==> src/rtl/rct_defs.vh <==
/*
 Constants of the reset cause tracking block: register offsets, bit positions,
 reset values and filter counts. Definitions only.
*/
`ifndef RCT_DEFS_VH
`define RCT_DEFS_VH

// Byte offsets of the Wishbone registers
`define RCT_ADDR_CAUSE      4'h0
`define RCT_ADDR_IRQ_STAT   4'h4
`define RCT_ADDR_IRQ_MASK   4'h8
`define RCT_ADDR_PIN        4'hc

// Reset cause register layout
`define RCT_BIT_BOR         0
`define RCT_BIT_POR         1
`define RCT_BIT_PD          2
`define RCT_BIT_TO          3
`define RCT_BIT_RI          4
`define RCT_BIT_SOFT_BROWNOUT_ENABLE      6
`define RCT_BIT_PRIORITY_LEVELS_ENABLE        7

// Status/mask layout of event bits
`define RCT_EV_POR          0
`define RCT_EV_BOR          1
`define RCT_EV_PIN_RUN      2
`define RCT_EV_PIN_PM       3
`define RCT_EV_WDT          4
`define RCT_EV_RI           5
`define RCT_EV_STKFUL       6
`define RCT_EV_STKUNF       7
`define RCT_EV_W            8

// Reset values
`define RCT_CAUSE_RESET     8'h1f
`define RCT_STKFLAG_RESET   2'h0
`define RCT_MASK_RESET      8'h00

// Reset pin filter: least low time in ns and derived cycle count
`define RCT_CLK_PERIOD_NS   10
`define RCT_FILT_NS         200
`define RCT_FILT_CYC        8'h14
`define RCT_FILT_W          8
`define RCT_PULSE_CYC       3'h4

`endif

==> src/rtl/rct_pin_filter.v <==
/*
 Reset pin filter: two-flop synchroniser then a low-time counter.
 Assumes the pin is sampled in the clk_i domain.
*/
`timescale 1ns/1ps
`include "rct_defs.vh"
module rct_pin_filter #(
    parameter [`RCT_FILT_W-1:0] FILT_CYC = `RCT_FILT_CYC
) (
    input  wire       clk_i,
    input  wire       rst_i,
    input  wire       pin_n_i,
    output reg        pin_sync_o,
    output reg        pin_low_o
);
    reg                   sync1;
    reg [`RCT_FILT_W-1:0] low_cnt;

    always @(posedge clk_i) begin
        if (rst_i) begin
            sync1      <= 1'b1;
            pin_sync_o <= 1'b1;
            low_cnt    <= {`RCT_FILT_W{1'b0}};
            pin_low_o  <= 1'b0;
        end else begin
            sync1      <= pin_n_i;
            pin_sync_o <= sync1;
            if (pin_sync_o) begin
                low_cnt   <= {`RCT_FILT_W{1'b0}};
                pin_low_o <= 1'b0;
            end else if (low_cnt >= FILT_CYC - 1'b1) begin
                pin_low_o <= 1'b1;
            end else begin
                low_cnt <= low_cnt + 1'b1;
            end
        end
    end
endmodule // rct_pin_filter

==> src/rtl/rct_por_pulse.v <==
/*
 Power-on pulse generator: stretches a supply-good rise into a fixed pulse.
 Assumes the supply detector level is synchronous to clk_i.
*/
`timescale 1ns/1ps
`include "rct_defs.vh"
module rct_por_pulse (
    input  wire       clk_i,
    input  wire       rst_i,
    input  wire       supply_ok_i,
    output wire       por_o,
    output wire       por_start_o
);
    reg       ok_q;
    reg [2:0] cnt;

    assign por_start_o = supply_ok_i & ~ok_q;
    assign por_o       = (cnt != 3'h0) | por_start_o | ~supply_ok_i;

    always @(posedge clk_i) begin
        if (rst_i) begin
            ok_q <= 1'b1; // Idle level of a good supply, no false pulse
            cnt  <= 3'h0;
        end else begin
            ok_q <= supply_ok_i;
            if (por_start_o)
                cnt <= `RCT_PULSE_CYC;
            else if (cnt != 3'h0)
                cnt <= cnt - 3'h1;
        end
    end
endmodule // rct_por_pulse

==> src/rtl/rct_reset_cause.v <==
/*
 Reset cause tracking top: combines reset sources, keeps sticky cause flags,
 filters the external reset pin and offers a Wishbone classic slave.
 Assumes all inputs synchronous to clk_i; rst_i models the cold supply reset.
*/
// Implementation choices: the Wishbone register port and the address map.
`timescale 1ns/1ps
`include "rct_defs.vh"
// Notes on behaviour
// - Power-on, pin run, pin low-power, watchdog, brown-out, instruction, stack causes differ.
// - Lowest five cause register bits are event flags.
// - Flags are cleared by their event or by a software write of zero; software sets them to re-arm.
// - All flags read together reveal the latest reset type.
// - Cause register also holds priority enable and soft brown-out enable.
// - Low external reset pin holds the device in reset.
// - Short low pulses on the reset pin are ignored.
// - Weak pull-up is on while the pin serves as reset.
// - The pin is never driven by internal resets.
// - With reset function off the pin is a plain digital input.
// - A supply rise above threshold makes a power-on pulse.
// - Power-on flag goes to zero on power-on, kept on other resets.
// - Only software or rst_i returns the power-on flag to one.
// - Pin reset function is active when its enable bit is one.
module rct_reset_cause #(
    parameter [`RCT_FILT_W-1:0] FILT_CYC = `RCT_FILT_CYC
) (
    input  wire        clk_i,
    input  wire        rst_i,
    input  wire        supply_ok_i,
    input  wire        brownout_reset_i,
    input  wire        watchdog_reset_i,
    input  wire        reset_instr_i,
    input  wire        stack_full_i,
    input  wire        stack_underflow_i,
    input  wire        power_managed_i,
    input  wire        ext_reset_pin_n_i,
    input  wire        ext_reset_pin_enable_i,
    output wire        ext_reset_pin_n_o,
    output wire        ext_reset_pin_n_oe_o,
    output wire        ext_reset_pin_pullup_o,
    output reg         pin_digital_o,
    output wire        sys_reset_o,
    output wire        priority_levels_enable_o,
    output wire        soft_brownout_enable_o,
    output wire        irq_o,
    input  wire [3:0]  wb_adr_i,
    input  wire [31:0] wb_dat_i,
    input  wire [3:0]  wb_sel_i,
    input  wire        wb_we_i,
    input  wire        wb_cyc_i,
    input  wire        wb_stb_i,
    output reg  [31:0] wb_dat_o,
    output reg         wb_ack_o
);
    wire                 pin_sync;
    wire                 pin_low;
    wire                 por_active;
    wire                 por_start;
    wire                 pin_reset;
    wire                 any_reset;
    wire [`RCT_EV_W-1:0] ev_level;
    wire                 wr;
    wire                 wr_lane0;

    reg  [7:0]           reset_cause_control_reg;
    reg  [1:0]           stack_flags;
    reg  [`RCT_EV_W-1:0] ev_q;
    reg  [`RCT_EV_W-1:0] irq_stat;
    reg  [`RCT_EV_W-1:0] irq_mask;
    reg  [7:0]           next_cause;
    reg  [1:0]           next_stack;
    reg  [`RCT_EV_W-1:0] next_stat;

    rct_pin_filter #(
        .FILT_CYC   (FILT_CYC)
    ) u_filter (
        .clk_i      (clk_i),
        .rst_i      (rst_i),
        .pin_n_i    (ext_reset_pin_n_i),
        .pin_sync_o (pin_sync),
        .pin_low_o  (pin_low)
    );

    rct_por_pulse u_por (
        .clk_i       (clk_i),
        .rst_i       (rst_i),
        .supply_ok_i (supply_ok_i),
        .por_o       (por_active),
        .por_start_o (por_start)
    );

    // Pin as reset or input
    assign pin_reset              = ext_reset_pin_enable_i & pin_low;
    assign ext_reset_pin_pullup_o = ext_reset_pin_enable_i;
    assign ext_reset_pin_n_o      = 1'b1;
    assign ext_reset_pin_n_oe_o   = 1'b0;

    always @(posedge clk_i) begin
        if (rst_i)
            pin_digital_o <= 1'b1;
        else if (!ext_reset_pin_enable_i)
            pin_digital_o <= pin_sync;
        else
            pin_digital_o <= 1'b1;
    end

    // Combined reset
    assign any_reset = por_active | brownout_reset_i | pin_reset | watchdog_reset_i
                     | reset_instr_i | stack_full_i | stack_underflow_i;
    assign sys_reset_o = rst_i | any_reset;

    // Source levels for edge detection
    assign ev_level[`RCT_EV_POR]     = por_start;
    assign ev_level[`RCT_EV_BOR]     = brownout_reset_i;
    assign ev_level[`RCT_EV_PIN_RUN] = pin_reset & ~power_managed_i;
    assign ev_level[`RCT_EV_PIN_PM]  = pin_reset & power_managed_i;
    assign ev_level[`RCT_EV_WDT]     = watchdog_reset_i;
    assign ev_level[`RCT_EV_RI]      = reset_instr_i;
    assign ev_level[`RCT_EV_STKFUL]  = stack_full_i;
    assign ev_level[`RCT_EV_STKUNF]  = stack_underflow_i;

    wire [`RCT_EV_W-1:0] ev_rise = ev_level & ~ev_q;

    assign wr       = wb_cyc_i & wb_stb_i & wb_we_i & ~wb_ack_o;
    assign wr_lane0 = wr & wb_sel_i[0];

    // Cause flags: software write first, events then override
    always @* begin
        next_cause = reset_cause_control_reg;
        next_stack = stack_flags;
        if (wr_lane0 && wb_adr_i == `RCT_ADDR_CAUSE) begin
            next_cause = {wb_dat_i[7:6], 1'b0, wb_dat_i[4:0]};
        end
        if (wr_lane0 && wb_adr_i == `RCT_ADDR_PIN) begin
            next_stack = next_stack & ~wb_dat_i[1:0];
        end
        if (ev_rise[`RCT_EV_POR]) begin
            next_cause[`RCT_BIT_POR]  = 1'b0;
            next_cause[`RCT_BIT_BOR]  = 1'b0;
            next_cause[`RCT_BIT_RI]   = 1'b1;
            next_cause[`RCT_BIT_TO]   = 1'b1;
            next_cause[`RCT_BIT_PD]   = 1'b1;
            next_stack                = 2'h0;
        end
        if (ev_rise[`RCT_EV_BOR])
            next_cause[`RCT_BIT_BOR] = 1'b0;
        if (ev_rise[`RCT_EV_WDT]) begin
            next_cause[`RCT_BIT_TO] = 1'b0;
            next_cause[`RCT_BIT_PD] = ~power_managed_i;
        end
        if (ev_rise[`RCT_EV_PIN_PM])
            next_cause[`RCT_BIT_PD] = 1'b0;
        if (ev_rise[`RCT_EV_RI])
            next_cause[`RCT_BIT_RI] = 1'b0;
        if (ev_rise[`RCT_EV_STKFUL])
            next_stack[0] = 1'b1;
        if (ev_rise[`RCT_EV_STKUNF])
            next_stack[1] = 1'b1;
    end

    // Interrupt status: set wins over write-one-to-clear
    always @* begin
        next_stat = irq_stat;
        if (wr_lane0 && wb_adr_i == `RCT_ADDR_IRQ_STAT)
            next_stat = next_stat & ~wb_dat_i[`RCT_EV_W-1:0];
        next_stat = next_stat | ev_rise;
    end

    always @(posedge clk_i) begin
        if (rst_i) begin
            reset_cause_control_reg <= `RCT_CAUSE_RESET;
            stack_flags             <= `RCT_STKFLAG_RESET;
            ev_q                    <= {`RCT_EV_W{1'b0}};
            irq_stat                <= {`RCT_EV_W{1'b0}};
            irq_mask                <= `RCT_MASK_RESET;
        end else begin
            reset_cause_control_reg <= next_cause;
            stack_flags             <= next_stack;
            ev_q                    <= ev_level;
            irq_stat                <= next_stat;
            if (wr_lane0 && wb_adr_i == `RCT_ADDR_IRQ_MASK)
                irq_mask <= wb_dat_i[`RCT_EV_W-1:0];
        end
    end

    assign priority_levels_enable_o = reset_cause_control_reg[`RCT_BIT_PRIORITY_LEVELS_ENABLE];
    assign soft_brownout_enable_o   = reset_cause_control_reg[`RCT_BIT_SOFT_BROWNOUT_ENABLE];
    assign irq_o                    = |(irq_stat & irq_mask);

    // Wishbone slave, one wait-free cycle answer
    always @(posedge clk_i) begin
        if (rst_i) begin
            wb_ack_o <= 1'b0;
            wb_dat_o <= 32'h0000_0000;
        end else begin
            wb_ack_o <= wb_cyc_i & wb_stb_i & ~wb_ack_o;
            case (wb_adr_i)
                `RCT_ADDR_CAUSE:    wb_dat_o <= {24'h000000, reset_cause_control_reg};
                `RCT_ADDR_IRQ_STAT: wb_dat_o <= {24'h000000, irq_stat};
                `RCT_ADDR_IRQ_MASK: wb_dat_o <= {24'h000000, irq_mask};
                `RCT_ADDR_PIN:      wb_dat_o <= {28'h0000000, pin_sync, ext_reset_pin_enable_i, stack_flags};
                default:            wb_dat_o <= 32'h0000_0000;
            endcase
        end
    end
endmodule // rct_reset_cause

==> config.mk <==
export PLATFORM = sky130hd
export DESIGN_NAME = rct_reset_cause
export DESIGN_NICKNAME = d
export VERILOG_FILES = /design/src/rtl/rct_pin_filter.v /design/src/rtl/rct_por_pulse.v /design/src/rtl/rct_reset_cause.v
export VERILOG_INCLUDE_DIRS = /design/src /design/src/rtl
export SDC_FILE = /design/constraint.sdc
export NUM_CORES = 1
export LEC_CHECK = 0
export BUFFER_PORTS_ARGS = -buffer_cell sky130_fd_sc_hd__buf_2
export CAP_MARGIN = 20
export CORE_ASPECT_RATIO = 1.1
export CORE_MARGIN = 4
export CORE_UTILIZATION = 49
export CTS_BUF_LIST = sky130_fd_sc_hd__clkbuf_4 sky130_fd_sc_hd__clkbuf_8 sky130_fd_sc_hd__clkbuf_16
export CTS_CLUSTER_SIZE = 24
export DETAILED_ROUTE_END_ITERATION = 10
export PLACE_DENSITY = 0.79
export SETUP_SLACK_MARGIN = 0.1
export SYNTH_ARGS = -nofsm -noshare
export SYNTH_HDL_FRONTEND = slang
export SYNTH_SLANG_ARGS = --single-unit
==> constraint.sdc <==
create_clock -name clk_i -period 2 [get_ports clk_i]
set_clock_uncertainty 0.2 [all_clocks]
set_input_delay 0.3 -clock clk_i [delete_from_list [all_inputs] [get_ports clk_i]]
set_output_delay 0.3 -clock clk_i [all_outputs]
set_load 0.01 [all_outputs]
==> Word-level counts from Yosys, hierarchy flattened <==
Index checks and enable logic that the tools add are counted.
{ "op_classes": {"addsub": 2, "order_cmp": 1, "n_eq_ne": 3, "n_mux": 14, "bitwise": 30, "n_reduce_logical": 18} }
{ "op_table": {"columns": ["op", "n"], "rows": [
  ["8-bit one-hot mux with 4 select lines", 1],
  ["8-bit bitwise AND", 3],
  ["3-bit nonzero test", 6],
  ["8-bit inverter", 2],
  ["5-bit two-way mux", 2],
  ["1-bit bitwise AND", 9],
  ["1-bit OR", 9],
  ["8-bit by 1-bit adder with 8-bit output, second input constant", 1],
  ["4-bit equality test, second input constant", 2],
  ["8-bit by 5-bit >= comparator with 1-bit output, second input constant", 1],
  ["8-bit two-way mux", 1],
  ["8-bit OR", 1],
  ["8-bit OR reduction", 1],
  ["2-bit two-way mux", 3],
  ["3-bit two-way mux", 2],
  ["2-bit OR reduction", 3],
  ["1-bit two-way mux", 5],
  ["4-bit by 3-bit equality test with 1-bit output, second input constant", 1],
  ["1-bit logical AND", 4],
  ["4-bit logical NOT", 1],
  ["1-bit inverter", 4],
  ["2-bit nonzero test", 2],
  ["4-bit nonzero test", 1],
  ["3-bit by 1-bit subtractor with 3-bit output, second input constant", 1],
  ["2 further kinds", 2]
]} }
{ "word_totals": {"ff_bits": 82, "inputBits": 54, "out_inout_bits": 41, "word_cells": 89} }

==> Logic depth before layout (Yosys ltp) <==
{ "logic_depth": {"ltp_word": 11, "ltp_mapped": 6, "depth_no_buf": 6} }

==> Cells and area by module <==
Synthesis repeated with hierarchy kept, for this count alone.
{ "hier_totals": {"cells_unflattened": 275, "area_unflattened_um2": 2610.0} }
{ "by_module_without_submodules": {"columns": ["module", "n_inst", "cells_each", "area_each_um2", "seq_area_each_um2"], "rows": [
  ["rct_reset_cause", 1, 214, 1980.6, 860.8],
  ["rct_pin_filter", 1, 40, 425.4, 220.2],
  ["rct_por_pulse", 1, 21, 203.9, 80.1]
]} }

==> Worst setup path after synthesis <==
Ideal clock, no wire load.
{ "synth_timing": {"kind": "register to output", "start": "reg u_por.cnt[0]", "end": "out sys_reset_o", "arrival_ns": 1.076, "t_required_ns": 1.500, "slack_ns": 0.424, "stages_incl_launch_ff": 7, "n_path_buf": 0, "cell_sequence": "dfxtp_1 inv_1 ha_1 ha_1 nand2_1 nor3_1 nand4_1"} }
{ "synth_between": {"elab_chain_len": 10} }
{ "synth_rtl": {"columns": ["item", "line", "text"], "rows": [
  ["start: declaration", "rct_por_pulse.v:15", "reg [2:0] cnt;"],
  ["start signal: assignment", "rct_por_pulse.v:27", "cnt <= `RCT_PULSE_CYC;"],
  ["start signal: assignment", "rct_por_pulse.v:29", "cnt <= cnt - 3'h1;"],
  ["3-bit nonzero test", "rct_por_pulse.v:18", "assign por_o = (cnt != 3'h0) | por_start_o | ~supply_ok_i;"],
  ["1-bit OR (2 in a row)", "rct_por_pulse.v:18", null],
  ["1-bit OR (3 in a row)", "rct_reset_cause.v:108", "assign any_reset = por_active | brownout_reset_i | pin_reset | watchdog_reset_i"],
  ["1-bit OR (3 in a row)", "rct_reset_cause.v:109", "| reset_instr_i | stack_full_i | stack_underflow_i;"],
  ["1-bit OR", "rct_reset_cause.v:110", "assign sys_reset_o = rst_i | any_reset;"],
  ["end: declaration", "rct_reset_cause.v:42", "output wire sys_reset_o,"]
]} }
No other way between the ends.

==> Worst setup path in the final report <==
{ "layout_timing": {"start": "in reset_instr_i", "end": "out sys_reset_o"} }
{ "layout_between": {"elab_chain_len": 4} }
{ "layout_rtl": {"columns": ["item", "line", "text"], "rows": [
  ["start: declaration", "rct_reset_cause.v:32", "input wire reset_instr_i,"],
  ["1-bit OR (3 in a row)", "rct_reset_cause.v:109", null],
  ["1-bit OR", "rct_reset_cause.v:110", null]
]} }
No other way between the ends.

==> results summary <==
The run finished with clean final reports. The static leakage came out at 0.00139 uW. In this design, the stage delay of the slowest critical-path cell is around 0.53 ns.

The horizontal die dimension is 77.3 um. The number of top-level pins came out at 95. The initial antenna violation count came out at 0. The post-synth design cell area is 0.00259 mm2. The max-cap violation count came out at 0.

Each instance of the synthesized netlist takes up on average approximately 9.5 um2. The share of synthesized cell area in full adder, half adder and majority cells is 0.0193. The simple-gate portion of the synthesized area is 0.228. For the finished layout, the period the worst path requires is between 1.5 and 2 ns. After synthesis, the share of cell area in mux cells is 0.0831.

Summed over all layers, the global routing overflow is 0. Together, buffers and inverters on the worst path number 3. The cell family contributing the most delay on the critical path is buffers and inverters. The routed metal-1 wirelength came out at ~2400 um.

The source of the worst hold timing path is brownout_reset_i. The number of diodes is 0. The final count of negative-setup-slack endpoints came out at 0. TritonCTS built the clock tree.

The floorplan step defined a die boundary enclosing 0.00652 mm2. The global-route wire length before repair came out at 9110 um. Across every metal layer, demand over resource in global routing totals 0.178. The pin count of the biggest net entering global routing is 29. Clock-pin slew was measured on the worst setup and hold paths at roughly 0.060 ns. The proportion of layout cells with a drive suffix above 1 is 0.250.

The starting density of the core is 0.511. The synthesized design contains 58 register bits. At the end of the flow, the number of nets in the layout was 390. The number of iterations in the first detailed-routing pass came out at 5. By area, the combinational part of the netlist is dominated by simple AND/OR/NAND/NOR gates. For the pin with the worst max-slew slack, the measured transition is just over 0.5 ns. By instance count, the cell type seen most on the critical path is buf_2. For this run, the number of Yosys warnings is 0. STA puts the critical path data required time at 1.50 ns. The total clock buffers created by CTS came out at 9.

The critical-path maximum fanout came out at 3. Walking the worst path, the cells encountered are dlygate4sd3_1, buf_2, nor3_1, nand4_1, buf_2. The deepest clock path buffer count is 2. Dividing the detail-routed via count by the number of cells gives approximately 5.2. The post-detailed-route count of antenna-violating nets is 0. The CTS H-tree depth is 3. On the critical path, the stage with the largest delay is an instance of dlygate4sd3_1. The placer congestion estimate is 0.847. The area after detailed placement came out at roughly 0.0028 mm2. The via count of the first global-routing pass is 1930. The flop-to-flop setup slack is 0.34 ns. The floorplan has 27 rows. The signal arrival time at the worst endpoint came out at 1.45 ns.

The number of input and output port buffers inserted came out at between 40 and 50. The worst setup path is launched from an input pin. In this run the critical register-to-register path is launched from u_filter.low_cnt[0]$_SDFFE_PP0N_. Across the VDD grid, the largest voltage drop is 0.616 mV.

The async set or reset register ratio after synthesis is 0. Counting distinct cell types in the post-synthesis netlist gives 44. By startpoint and endpoint, the worst setup path is classified as in2out. The CTS sink count is 58.

In the post-synthesis netlist, the biggest area contributors are dfxtp_1 45%, buf_4 8.4%, mux2i_1 6.6%. Counting flops with a built-in enable in the synthesized netlist gives 0. The path with the worst hold slack has its endpoint at ev_q[1]$_SDFF_PP0_. The number of cells produced by synthesis came out at 273. The post-synthesis compound-gate area fraction is 0.0990. The path class of the tightest hold or removal check is in2reg. The routed wire length per instance came out at 13.8 um. The max-slew violation count came to 0. The routed wire length on met3 came out at 425 um. The starting DRC count in detailed routing came out at approximately 150. The post-layout total power came out at 2940 uW.

Of the post-synthesis cell area, the dominant cell type holds 0.448. The endpoint identified for the worst register-to-register timing path is u_filter.low_cnt[0]$_SDFFE_PP0N_. The y dimension of the die is 84.3 um. The worst slew margin relative to its limit came out at 0.656.

The post-route fraction of the period consumed by the critical path came out at 0.975. Among all flip-flop cells after synthesis, the most frequent one is dfxtp_1. The tree is rooted in a clkbuf_8.

The sequential-to-total area share from yosys stat came out at 0.448. The total routed wirelength came out at approximately 5500 um. For this run, design rule violations remaining after detail routing come to 0. By instance count, the leading cell after synthesis is dfxtp_1. Power spread over the standard cell area amounts to 933 mW/mm2.

The via count came out at 2058. The area added between synthesis and finish came out at 21.5%. Counting cells, the worst reg-to-reg path comes to 5. Wire segments on met2 add up to about 2600 um in the final route. Setup repair after global routing could not meet its margin everywhere. The worst setup path is captured at an output port.

The cell count of the worst hold path is 2. The maximum clock rate is a little over 500 MHz. The number of hold violations in the final report came out at 0. Once detailed placement completed, the half-perimeter wirelength came to a little under 4000 um.

The biggest area contributor in the post-synthesis netlist is dfxtp_1. The area of the placeable core came out at 0.00507 mm2. Clock latency on the worst-skew pair, taken at its later pin, is around 0.33 ns. The detailed router used layers up to and including met4. The commonest cells after synthesis are 58 x dfxtp_1, 33 x nor2_1, 29 x buf_4, 17 x mux2i_1, 14 x nor2b_1. The area of all placed cells without fillers came out at 0.00315 mm2. The xor and xnor area share after synthesis is 0.0135.
[worst max-delay path by stage]
stage                                          from                endpoint  slack, ns  cells after the start
after floorplan           u_por.cnt[0]$_SDFFE_PP0P_             sys_reset_o       0.42                      6
after global placement                  wb_adr_i[0]  irq_stat[2]$_SDFF_PP0_       0.22                      5
after detailed placement                wb_adr_i[0]  irq_stat[2]$_SDFF_PP0_       0.19                      5
after CTS                 u_por.cnt[1]$_SDFFE_PP0P_             sys_reset_o       0.08                      7
after global routing      u_por.cnt[1]$_SDFFE_PP0P_             sys_reset_o      -0.04                      7
final                                 reset_instr_i             sys_reset_o       0.05                      5
[where the power goes]
group / total [uW] / switching [uW] / leakage (uW) / internal [uW]
clock network: 1210 / 417 / 0.000117 / 791
logic: 478 / 243 / 0.000800 / 236
registers: 1250 / 34.9 / 0.000475 / 1220
total: 2940 / 694 / 0.00139 / 2240
[repair_timing]
action,CTS,global route
setup buffers,2,0
setup endpoints to repair,1,1
hold buffers,11,0
hold endpoints to repair,11,0
pin swaps,3,0
resized for setup,9,1
[metal layers]
layer / global-route usage / up-vias
met5: 0 / -
met4: 0.0647 / 0
met3: 0.0794 / 8
met2: 0.276 / 91
met1: 0.218 / 940
li1: - / 1019
[cell usage in the layout (no fill, tap or decap), drive strengths merged, types with 4 or more instances in the layout]
master,n
mux2i,17
nor2,33
nand2,13
xor2,4
dlygate4sd3,11
nor3,9
a21oi,8
o21ai,4
dfxtp,58
or2,4
nand2b,6
nor2b,14
conb,26
buf,50
nand3,6
clkbuf,13
and3,4
inv,7
a22oi,4
ha,4
a311oi,7
nand4,4
[metrics by stage]
step	std cells	TNS (ns)	hold slack (ns)	setup slack, ns	util
after global placement	366	0	0.193	0.219	0.545
final	394	0	0.0255	0.0508	0.621
after CTS	394	0	0.0113	0.0845	0.621
after floorplan	297	0	0.179	0.424	-
after global routing	394	-0.0385	0.0145	-0.0385	0.621
after detailed placement	366	0	0.194	0.186	0.545
[cell type report]
class                   instances  area [um2]
inverters                       7        26.3
repair buffers                 61         383
fillers                       436        1920
flip-flops and latches         58        1160
clock inverters                 2        60.1
well taps                      58        72.6
multi-input cells             195        1280
clock buffers                  13         166
[logic make-up (layout without fill, tap and decap cells)]
family	count (synthesis)	count (layout)
buf+inv	44	83
fa+ha+maj	4	4
xor+xnor	4	4
flops	58	58
compound gates	36	36
mux	19	19
other cells	2	26
simple gates	106	106
Note: power is estimated with default switching activity, not from simulation.
